==> src/verilog/pdcr_map.svh <==
// register offsets, field positions, defaults and decode constants for the panel drive configuration bank
`ifndef PDCR_MAP_SVH
`define PDCR_MAP_SVH
`define PDCR_ADDR_PSTART_LOW 16'hc500
`define PDCR_ADDR_PSTART_HIGH 16'hc501
`define PDCR_ADDR_PEND_LOW 16'hc502
`define PDCR_ADDR_PEND_HIGH 16'hc503
`define PDCR_ADDR_SRC_DIR 16'hc700
`define PDCR_ADDR_PDOT 16'hc800
`define PDCR_ADDR_COLOUR 16'hcd00
`define PDCR_ADDR_SPREAD 16'hce00
`define PDCR_RST_PSTART_LOW 8'h00
`define PDCR_RST_PSTART_HIGH 8'h00
`define PDCR_RST_PEND_LOW 8'h5f
`define PDCR_RST_PEND_HIGH 8'h03
`define PDCR_RST_SRC_DIR 8'h00
`define PDCR_RST_PDOT 8'h00
`define PDCR_RST_COLOUR 8'h00
`define PDCR_RST_SPREAD 8'h00
`define PDCR_BIT_SRC_DIR 2
`define PDCR_BIT_PDOT_DISABLE 7
`define PDCR_BIT_DUMMY_SEL 6
`define PDCR_BIT_SIDE_SEL 5
`define PDCR_BIT_PWM_INV 5
`define PDCR_BIT_ON_INV 4
`define PDCR_BIT_ARRANGE 3
`define PDCR_BIT_SS_EN 7
`define PDCR_SOURCE_LAST 9'h1df
`endif

==> src/verilog/pdcr_pkg.sv <==
// types for the panel drive configuration bank
package pdcr_pkg;
  // host write on the command link
  typedef struct packed {
    logic valid;
    logic [15:0] addr;
    logic [7:0] data;
  } pdcr_write_type;
  // decoded low-bit fill schemes
  typedef enum logic [2:0] {
    PDCR_FILL_OWN_MSB = 3'h0,
    PDCR_FILL_GREEN_MSB = 3'h1,
    PDCR_FILL_OWN_LSB = 3'h2,
    PDCR_FILL_ZERO = 3'h4,
    PDCR_FILL_ONE = 3'h5
  } pdcr_fill_type;
  // settings handed to the panel datapath
  typedef struct packed {
    logic [9:0] partial_start_line;
    logic [9:0] partial_end_line;
    logic source_reverse;
    logic [8:0] source_first_index;
    logic pseudo_dot_active;
    logic first_dummy_scheme;
    logic second_dummy_scheme;
    logic right_side_first;
    logic pixel_arrangement_bit;
    logic [2:0] low_bit_fill_code;
    logic fill_code_valid;
    logic spread_spectrum_enable;
    logic [1:0] spread_range_field;
    logic [6:0] spread_deviation_permille;
  } pdcr_config_type;
endpackage

==> src/verilog/pdcr_regs.sv <==
// panel drive configuration register bank and backlight polarity outputs
`timescale 1ns/10ps
`include "pdcr_map.svh"
module pdcr_regs (
  input wire logic core_clk,
  input wire logic sys_rst,
  input wire logic soft_reset,
  input wire pdcr_pkg::pdcr_write_type host_write,
  input wire logic backlight_pwm_raw,
  input wire logic backlight_on_raw,
  output pdcr_pkg::pdcr_config_type config_out,
  output logic backlight_pwm_out,
  output logic backlight_on_out
);
  import pdcr_pkg::*;

  // ********************************************************
  // register storage
  // ********************************************************
  logic [7:0] pstart_low_reg;
  logic [7:0] pstart_high_reg;
  logic [7:0] pend_low_reg;
  logic [7:0] pend_high_reg;
  logic [7:0] src_dir_reg;
  logic [7:0] pdot_reg;
  logic [7:0] colour_reg;
  logic [7:0] spread_reg;
  pdcr_config_type config_next;

  // true when the fill code names one of the defined schemes
  function automatic logic fill_known(input logic [2:0] code);
    case (code)
      PDCR_FILL_OWN_MSB, PDCR_FILL_GREEN_MSB, PDCR_FILL_OWN_LSB, PDCR_FILL_ZERO, PDCR_FILL_ONE: fill_known = 1'b1;
      default: fill_known = 1'b0;
    endcase
  endfunction

  function automatic logic hit(input pdcr_write_type w, input logic [15:0] a);
    hit = w.valid && (w.addr == a);
  endfunction

  // writes are taken in any power state; no sleep gating here on purpose
  always_ff @(posedge core_clk or posedge sys_rst) begin
    if (sys_rst) begin
      pstart_low_reg <= `PDCR_RST_PSTART_LOW;
      pstart_high_reg <= `PDCR_RST_PSTART_HIGH;
      pend_low_reg <= `PDCR_RST_PEND_LOW;
      pend_high_reg <= `PDCR_RST_PEND_HIGH;
      src_dir_reg <= `PDCR_RST_SRC_DIR;
      pdot_reg <= `PDCR_RST_PDOT;
      colour_reg <= `PDCR_RST_COLOUR;
      spread_reg <= `PDCR_RST_SPREAD;
    end else if (soft_reset) begin
      pstart_low_reg <= `PDCR_RST_PSTART_LOW;
      pstart_high_reg <= `PDCR_RST_PSTART_HIGH;
      pend_low_reg <= `PDCR_RST_PEND_LOW;
      pend_high_reg <= `PDCR_RST_PEND_HIGH;
      src_dir_reg <= `PDCR_RST_SRC_DIR;
      pdot_reg <= `PDCR_RST_PDOT;
      colour_reg <= `PDCR_RST_COLOUR;
      spread_reg <= `PDCR_RST_SPREAD;
    end else begin
      if (hit(host_write, `PDCR_ADDR_PSTART_LOW)) pstart_low_reg <= host_write.data;
      if (hit(host_write, `PDCR_ADDR_PSTART_HIGH)) pstart_high_reg <= host_write.data;
      if (hit(host_write, `PDCR_ADDR_PEND_LOW)) pend_low_reg <= host_write.data;
      if (hit(host_write, `PDCR_ADDR_PEND_HIGH)) pend_high_reg <= host_write.data;
      if (hit(host_write, `PDCR_ADDR_SRC_DIR)) src_dir_reg <= host_write.data;
      if (hit(host_write, `PDCR_ADDR_PDOT)) pdot_reg <= host_write.data;
      if (hit(host_write, `PDCR_ADDR_COLOUR)) colour_reg <= host_write.data;
      // fixed pattern bits are stored as written; the host owns them
      if (hit(host_write, `PDCR_ADDR_SPREAD)) spread_reg <= host_write.data;
    end
  end

  // ********************************************************
  // decode of stored fields
  // ********************************************************
  always_comb begin
    config_next = '0;
    config_next.partial_start_line = {pstart_high_reg[1:0], pstart_low_reg};
    config_next.partial_end_line = {pend_high_reg[1:0], pend_low_reg};
    config_next.source_reverse = src_dir_reg[`PDCR_BIT_SRC_DIR];
    config_next.source_first_index = src_dir_reg[`PDCR_BIT_SRC_DIR] ? `PDCR_SOURCE_LAST : 9'h000;
    config_next.pseudo_dot_active = ~pdot_reg[`PDCR_BIT_PDOT_DISABLE];
    // dummy schemes only matter while pseudo-dot drive is active
    config_next.first_dummy_scheme = config_next.pseudo_dot_active & pdot_reg[`PDCR_BIT_DUMMY_SEL];
    config_next.second_dummy_scheme = config_next.pseudo_dot_active & ~pdot_reg[`PDCR_BIT_DUMMY_SEL];
    config_next.right_side_first = pdot_reg[`PDCR_BIT_SIDE_SEL];
    config_next.pixel_arrangement_bit = colour_reg[`PDCR_BIT_ARRANGE];
    config_next.low_bit_fill_code = colour_reg[2:0];
    // codes 3, 6 and 7 have no scheme; flagged so the datapath can hold its default
    config_next.fill_code_valid = fill_known(colour_reg[2:0]);
    config_next.spread_spectrum_enable = spread_reg[`PDCR_BIT_SS_EN];
    config_next.spread_range_field = spread_reg[5:4];
    case (spread_reg[5:4])
      2'h0: config_next.spread_deviation_permille = 7'h00;
      2'h1: config_next.spread_deviation_permille = 7'h19;
      2'h2: config_next.spread_deviation_permille = 7'h32;
      default: config_next.spread_deviation_permille = 7'h4b;
    endcase
  end

  // registered outputs; one cycle after the write lands
  always_ff @(posedge core_clk or posedge sys_rst) begin
    if (sys_rst) begin
      config_out <= '0;
      backlight_pwm_out <= 1'b0;
      backlight_on_out <= 1'b0;
    end else begin
      config_out <= config_next;
      backlight_pwm_out <= backlight_pwm_raw ^ colour_reg[`PDCR_BIT_PWM_INV];
      backlight_on_out <= backlight_on_raw ^ colour_reg[`PDCR_BIT_ON_INV];
    end
  end
endmodule

==> config.mk <==
export PLATFORM = sky130hd
export DESIGN_NAME = pdcr_regs
export DESIGN_NICKNAME = d
export VERILOG_FILES = /design/src/verilog/pdcr_pkg.sv /design/src/verilog/pdcr_regs.sv
export VERILOG_INCLUDE_DIRS = /design/src /design/src/verilog
export SDC_FILE = /design/constraint.sdc
export NUM_CORES = 1
export LEC_CHECK = 0
export BUFFER_PORTS_ARGS = -buffer_cell sky130_fd_sc_hd__buf_4
export CORE_ASPECT_RATIO = 0.6
export CORE_MARGIN = 2
export CORE_UTILIZATION = 51
export CTS_CLUSTER_DIAMETER = 80
export DETAILED_ROUTE_END_ITERATION = 16
export PLACE_DENSITY = 0.79
export SETUP_SLACK_MARGIN = 0.02
export SLEW_MARGIN = 40
export SYNTH_ARGS = -nofsm -noshare
export SYNTH_HDL_FRONTEND = slang
export SYNTH_SLANG_ARGS = --single-unit
==> constraint.sdc <==
create_clock -name core_clk -period 2.7 [get_ports core_clk]
set_clock_uncertainty 0.05 [all_clocks]
set_input_delay 0.54 -clock core_clk [delete_from_list [all_inputs] [get_ports core_clk]]
set_output_delay 0.54 -clock core_clk [all_outputs]
set_load 0.03 [all_outputs]
==> impl_metrics.yaml, run 1 <==
worst_setup_path:
  r2r_slack_ns: 1.56
  r2r_start: "spread_reg[4]$_DFFE_PP0P_"
  critPathRequiredTime_ns: 2.91
  path_max_fanout: 5
  worst_setup_path_start_kind: "input pin"
  critPathArrivalTime_ns: 2.08
  reg2regPathDepth: 3
  rr_endpoint: "config_out[1]$_DFF_PP0_"
  end_kind: "register"
  critPathKind: "input pin to register"
clock_tree:
  cts_setup_buffers: 0
  clkTransAtPathRegs_ns: 0.08
  cts-root-buf: "clkbuf_8"
  cts-htree-levels: 3
  cts_hold_buffers: 0
  cts_resized: 0
  cts_tree: "done"
  clk_latency_ns: 0.34
  cts-buffers-inserted: 9
  clock_sinks: 73
  cts_max_path_buffers: 2
floorplanning:
  rows: 20
  start_util_pct: 54.4
  die_w_um: 100
  pin_count: 81
  core_sq_um: 5200
  die_area_sq_um: 6190
  die_h_um: 61.7
sta:
  tightestPinTransition_ns: 0.581
  layout_min_cycle_time_ns: 1.86
  timing.fmax_mhz: 537
  drv_slew: 0
  hold_viol: 0
  fin_crit_sh_pct: 69.0
  finalSetupViolations: 0
  tns_ns: 0
  rsz0062_at_grt: "false"
  slew_headroom_pct: 61.2
  holdWs_ns: 0.185
yosys:
  yosysTopAreaCell: "dfrtp_1"
  seq_area_frac_synth_pct: 64.8
  ys.warnings.count: 0
  yosysUniqueCellTypes: 30
  synthTopCellsByArea: "dfrtp_1, mux2i_1, dfstp_2, nand2b_1, buf_4"
  netlist_area_sq_um: 2830
  synth_cells: 211
  ys_seq_elements: 73
  synth_area_per_cell_sq_um: 13.4
  yosys.area.top_type_share_pct: 57.4
finish:
  fin_util_pct: 70.8
  drive_gt1_share_pct: 37.9
  area_growth_pct: 30.1
  diodes: 0
  instances_no_fill: 356
  largest_reg_flops: 38
  nets: 318
  fillers: 371
route:
  firstDrtPassIters: 4
  initialDrtViolationCount: 69
  drc: 0
  post_drt_wl_per_cell_um: 15.2
  detail-route-antenna-nets: 0
  viasPerCell: 4.92
  finalWirelength_um: 5420
  vias: 1750
placed_design:
  dpl.hpwl_um: 3790
  gp_congestion: 0.808
  dp_cells: 340
  port_buffers: 78
global_route:
  grt_pass1_wl_um: 8760
  grt_pass1_vias: 1773
  antenna_found_initial: 0
  grt_max_degree: 48
  overflow: 0
  grt_use_total_pct: 20.0
worst_hold_path:
  min_path_type: "input pin to async pin"
power:
  p_leak_uw: 0.00186
  power.density_nw_per_um2: 646
  ir_drop_mv: 0.322
status:
  status: "finished clean"
job:
  cap_viol_max_count: 0
-- where the power goes --
group / switching, uW / internal, uW
sequential: 0.360 / 1100
clock: 379 / 799
combinational: 62.8 / 46.2
-- per-layer routing --
metal  part of all wire [%]  track usage [%]  wire length, um  up-vias
met5                      0                0                0        -
met4                    1.1             5.09               59        0
met3                    7.9             10.1              429        8
met2                     47             31.1             2560       64
met1                     44             25.6             2370      857
li1                       -                -                -      821
-- critical path: stages --
cell     delay (ns)
buf_4          0.13
nor4b_1        0.52
and4b_1        0.31
and4_1         0.36
mux2i_1        0.22
-- synth_stat cells (all sizes together) --
| library cell | instances |
|---|---|
| nor2 | 18 |
| nand3b | 1 |
| nand2 | 4 |
| inv | 6 |
| nor3 | 3 |
| nand3 | 1 |
| conb | 1 |
| or2 | 2 |
| dfrtp | 65 |
| dfstp | 8 |
| xor2 | 2 |
| and4 | 1 |
| and3b | 1 |
| and2 | 1 |
| mux2i | 33 |
| nand2b | 33 |
| o21ai | 1 |
| and4b | 1 |
| nand4b | 1 |
| or3 | 2 |
| nor4b | 2 |
| buf | 12 |
| clkbuf | 6 |
| nor4 | 2 |
| ha | 3 |
| nor2b | 1 |
-- final cells by class --
| class | instances | area, sq um | area share [%] |
|---|---|---|---|
| Clock buffer | 10 | 128 | 3.46 |
| Timing Repair Buffer | 80 | 601 | 16.3 |
| Clock inverter | 6 | 155 | 4.21 |
| Sequential cell | 73 | 1840 | 49.8 |
| Inverter | 6 | 22.5 | 0.611 |
| Multi-Input combinational cell | 115 | 862 | 23.4 |
| Tap cell | 66 | 82.6 | 2.24 |
-- how the worst max path moves through the flow --
stage	cells past startpoint	slack (ns)	start	end
5_1_grt	5	0.71	host_write[10]	pstart_low_reg[7]$_DFFE_PP0P_
3_3_place_gp	5	0.55	host_write[10]	pstart_low_reg[1]$_DFFE_PP0P_
2_1_floorplan	1	0.27	sys_rst	backlight_on_out$_DFF_PP0_
6_report	5	0.84	host_write[9]	spread_reg[7]$_DFFE_PP0P_
4_1_cts	5	0.86	host_write[9]	spread_reg[7]$_DFFE_PP0P_
3_5_place_dp	5	0.52	host_write[10]	pstart_low_reg[1]$_DFFE_PP0P_
-- cells in the final DEF, fill, tap and decap left out, drive strengths merged --
cell    netlist  layout
or3           2       2
nand2         4       4
buf          12      80
inv           6       6
dfstp         8       8
ha            3       3
nand3         1       1
and4b         1       1
bufinv        0       5
nor3          3       3
or2           2       2
nor2b         1       1
and2          1       1
o21ai         1       1
dfrtp        65      65
clkinv        0       1
and4          1       1
nor4          2       2
nor2         18      18
and3b         1       1
clkbuf        6      10
nand2b       33      33
nor4b         2       2
conb          1       2
nand3b        1       1
mux2i        33      33
xor2          2       2
nand4b        1       1
-- cell families after synthesis --
kind of cell               share of synthesized area (%)
adders and majority gates                           1.32
buffers and inverters                               4.90
other                                              0.132
AOI/OAI and AO/OA                                  0.176
xor gates and xnor gates                           0.618
DFF                                                 64.8
and+or+nand+nor                                     16.4
muxes                                               11.7
-- metrics by stage --
step                      instance area [sq um]  total power [uW]  setup slack, ns
after global placement                     3400              1220            0.551
after CTS                                  3690              2410            0.857
after floorplan                            2840              1170            0.270
after global routing                       3690              2470            0.708
after detailed placement                   3400              1230            0.516
final                                      3690              2380            0.836
No activity file was read; power rests on OpenSTA's default activity.
==> inputs of run 2 (changes only) <==
- CORE_UTILIZATION: 51 -> 46
- PLACE_DENSITY: 0.79 -> 0.75
- clock period: 2.7 -> 1.54 ns (I/O delays scaled with it)
==> run 2 against run 1 <==
Against the previous run:
- critical endpoint is now spread_reg[5]$_DFFE_PP0P_
- combinational power increased by 90%
- global-route usage decreased by 2.5 points
- critical path depth increased by 1
- count of clock-buffer cells in the layout increased by 2
- sequential share of layout area decreased by 1.6 points
==> impl_metrics.yaml, run 2 (synthesized netlist as in run 1, its figures left out) <==
sta:
  hold_viol: 0
  rsz0062_at_grt: "false"
  drv_slew: 0
  timing.fmax_mhz: 704
  tns_ns: 0
  finalSetupViolations: 0
  layout_min_cycle_time_ns: 1.42
  fin_crit_sh_pct: 92.3
global_route:
  overflow: 0
  grt_use_met2_pct: 25.6
  antenna_found_initial: 0
  met3_usage_pct: 7.34
  grt_use_total_pct: 17.5
  grt_max_degree: 31
  grt_pass1_vias: 1717
  gr-usage-met1_pct: 23.7
  grt_pass1_wl_um: 8850
  gr-max-usage-layer: "met2"
finish:
  final_common_cell: "buf_4"
  drive_gt1_share_pct: 41.3
  instances_no_fill: 389
  fillers: 482
  nets: 333
  largest_reg_flops: 38
  area_growth_pct: 34.3
  most-common-layout-cells: "buf_4, dfrtp_1, nand2b_1, mux2i_1, nor2_1"
  diodes: 0
route:
  detail-route-antenna-nets: 0
  post_drt_wl_per_cell_um: 13.5
  firstDrtPassIters: 4
  drc: 0
  finalWirelength_um: 5250
  viasPerCell: 4.54
  initialDrtViolationCount: 53
  vias: 1765
worst_setup_path:
  critPathMaxStageDelay_ns: 0.31
  end_kind: "register"
  cp_top_family: "simple AND/OR/NAND/NOR gates"
  critPathRequiredTime_ns: 1.74
  crit_buf_inv: 2
  path_max_fanout: 3
  worst_setup_path_start_kind: "input pin"
  cp_common_cell: "buf_4"
  critPathArrivalTime_ns: 1.62
  cp_cell_sequence: "buf_4, nor4b_1, buf_4, and4b_1, and4_2, mux2i_1"
  slowest_stage: "and4_2"
  critPathKind: "input pin to register"
power:
  p_leak_uw: 0.00192
  power.density_nw_per_um2: 998
  ir_drop_mv: 0.578
  total_power_uw: 3800
status:
  status: "finished clean"
clock_tree:
  clkTransAtPathRegs_ns: 0.07
  clk_latency_ns: 0.34
  cts-buffers-inserted: 9
  cts-htree-levels: 3
  cts_setup_buffers: 0
  clock_sinks: 73
  cts_tree: "done"
  cts_max_path_buffers: 2
  cts-root-buf: "clkbuf_8"
placed_design:
  dpl.hpwl_um: 3920
  port_buffers: 78
  dp_cells: 372
  gp_congestion: 0.787
floorplanning:
  rows: 22
  core_sq_um: 6030
  pin_count: 81
  die_area_sq_um: 6830
  start_util_pct: 47.0
  die_h_um: 64.8
  die_w_um: 105
job:
  cap_viol_max_count: 0
worst_hold_path:
  min_path_type: "input pin to register"
[run 2: changes by cell type in the layout (fill, tap and decap cells not counted), moves of 2 or more]
cell	before	now
buf_12	0	2
bufinv_16	5	2
buf_4	80	92
clkbuf_8	9	11
[run 2: final timing paths]
path                                           start                           to  slack, ns  cells past startpoint
hold / removal                     backlight_pwm_raw  backlight_pwm_out$_DFF_PP0_       0.09                      2
min in group asynchronous                    sys_rst      config_out[3]$_DFF_PP0_       0.48                      3
setup / recovery                       host_write[9]    spread_reg[5]$_DFFE_PP0P_       0.12                      6
max in group asynchronous                    sys_rst     config_out[45]$_DFF_PP0_       0.40                      4
setup reg to reg           spread_reg[4]$_DFFE_PP0P_      config_out[1]$_DFF_PP0_       0.40                      3
hold reg to reg              pdot_reg[5]$_DFFE_PP0P_     config_out[15]$_DFF_PP0_       0.33                      0
[run 2: metal layers]
| layer | vias to the layer above | routed length [um] |
|---|---|---|
| li1 | 859 | - |
| met1 | 849 | 2470 |
| met2 | 53 | 2410 |
| met3 | 4 | 337 |
| met4 | 0 | 42 |
| met5 | - | 0 |
[run 2: worst register-to-register path, delay by kind of cell (launching register included)]
family        cells  cell delay (ns)
simple gates      1             0.29
flops             1             0.42
fa+ha+maj         1             0.20
buf+inv           1             0.07
[run 2: timing repair]
item | 4_1_cts | 5_1_grt
hold buffers | 1 | 0
resized for setup | 0 | 1
setup endpoints to repair | 0 | 1
hold endpoints to repair | 12 | 0
[run 2: area by class of cell]
| class | count | area (sq um) | area share (%) |
|---|---|---|---|
| clock inverter | 4 | 73.8 | 1.94 |
| timing repair buffer | 95 | 741 | 19.5 |
| clock buffer | 12 | 155 | 4.07 |
| tap | 84 | 105 | 2.76 |
| inverter | 6 | 26.3 | 0.690 |
| sequential | 73 | 1840 | 48.2 |
| multi-input combinational | 115 | 870 | 22.8 |
[run 2: metrics by stage]
stage	utilization [%]	worst slack, ns	hold slack (ns)	area [sq um]
after floorplan	-	-0.0429	0.305	2850
after global placement	59.2	-0.267	0.278	3570
after detailed placement	59.2	-0.239	0.275	3570
after CTS	63.1	0.102	0.0761	3810
after global routing	63.2	0.0337	0.0691	3810
final	63.2	0.119	0.0896	3810
[run 2: where the power goes]
part | total, uW | internal (uW) | switching (uW)
clock | 1670 | 1000 | 669
combinational | 207 | 94.2 | 113
sequential | 1920 | 1920 | 0.688
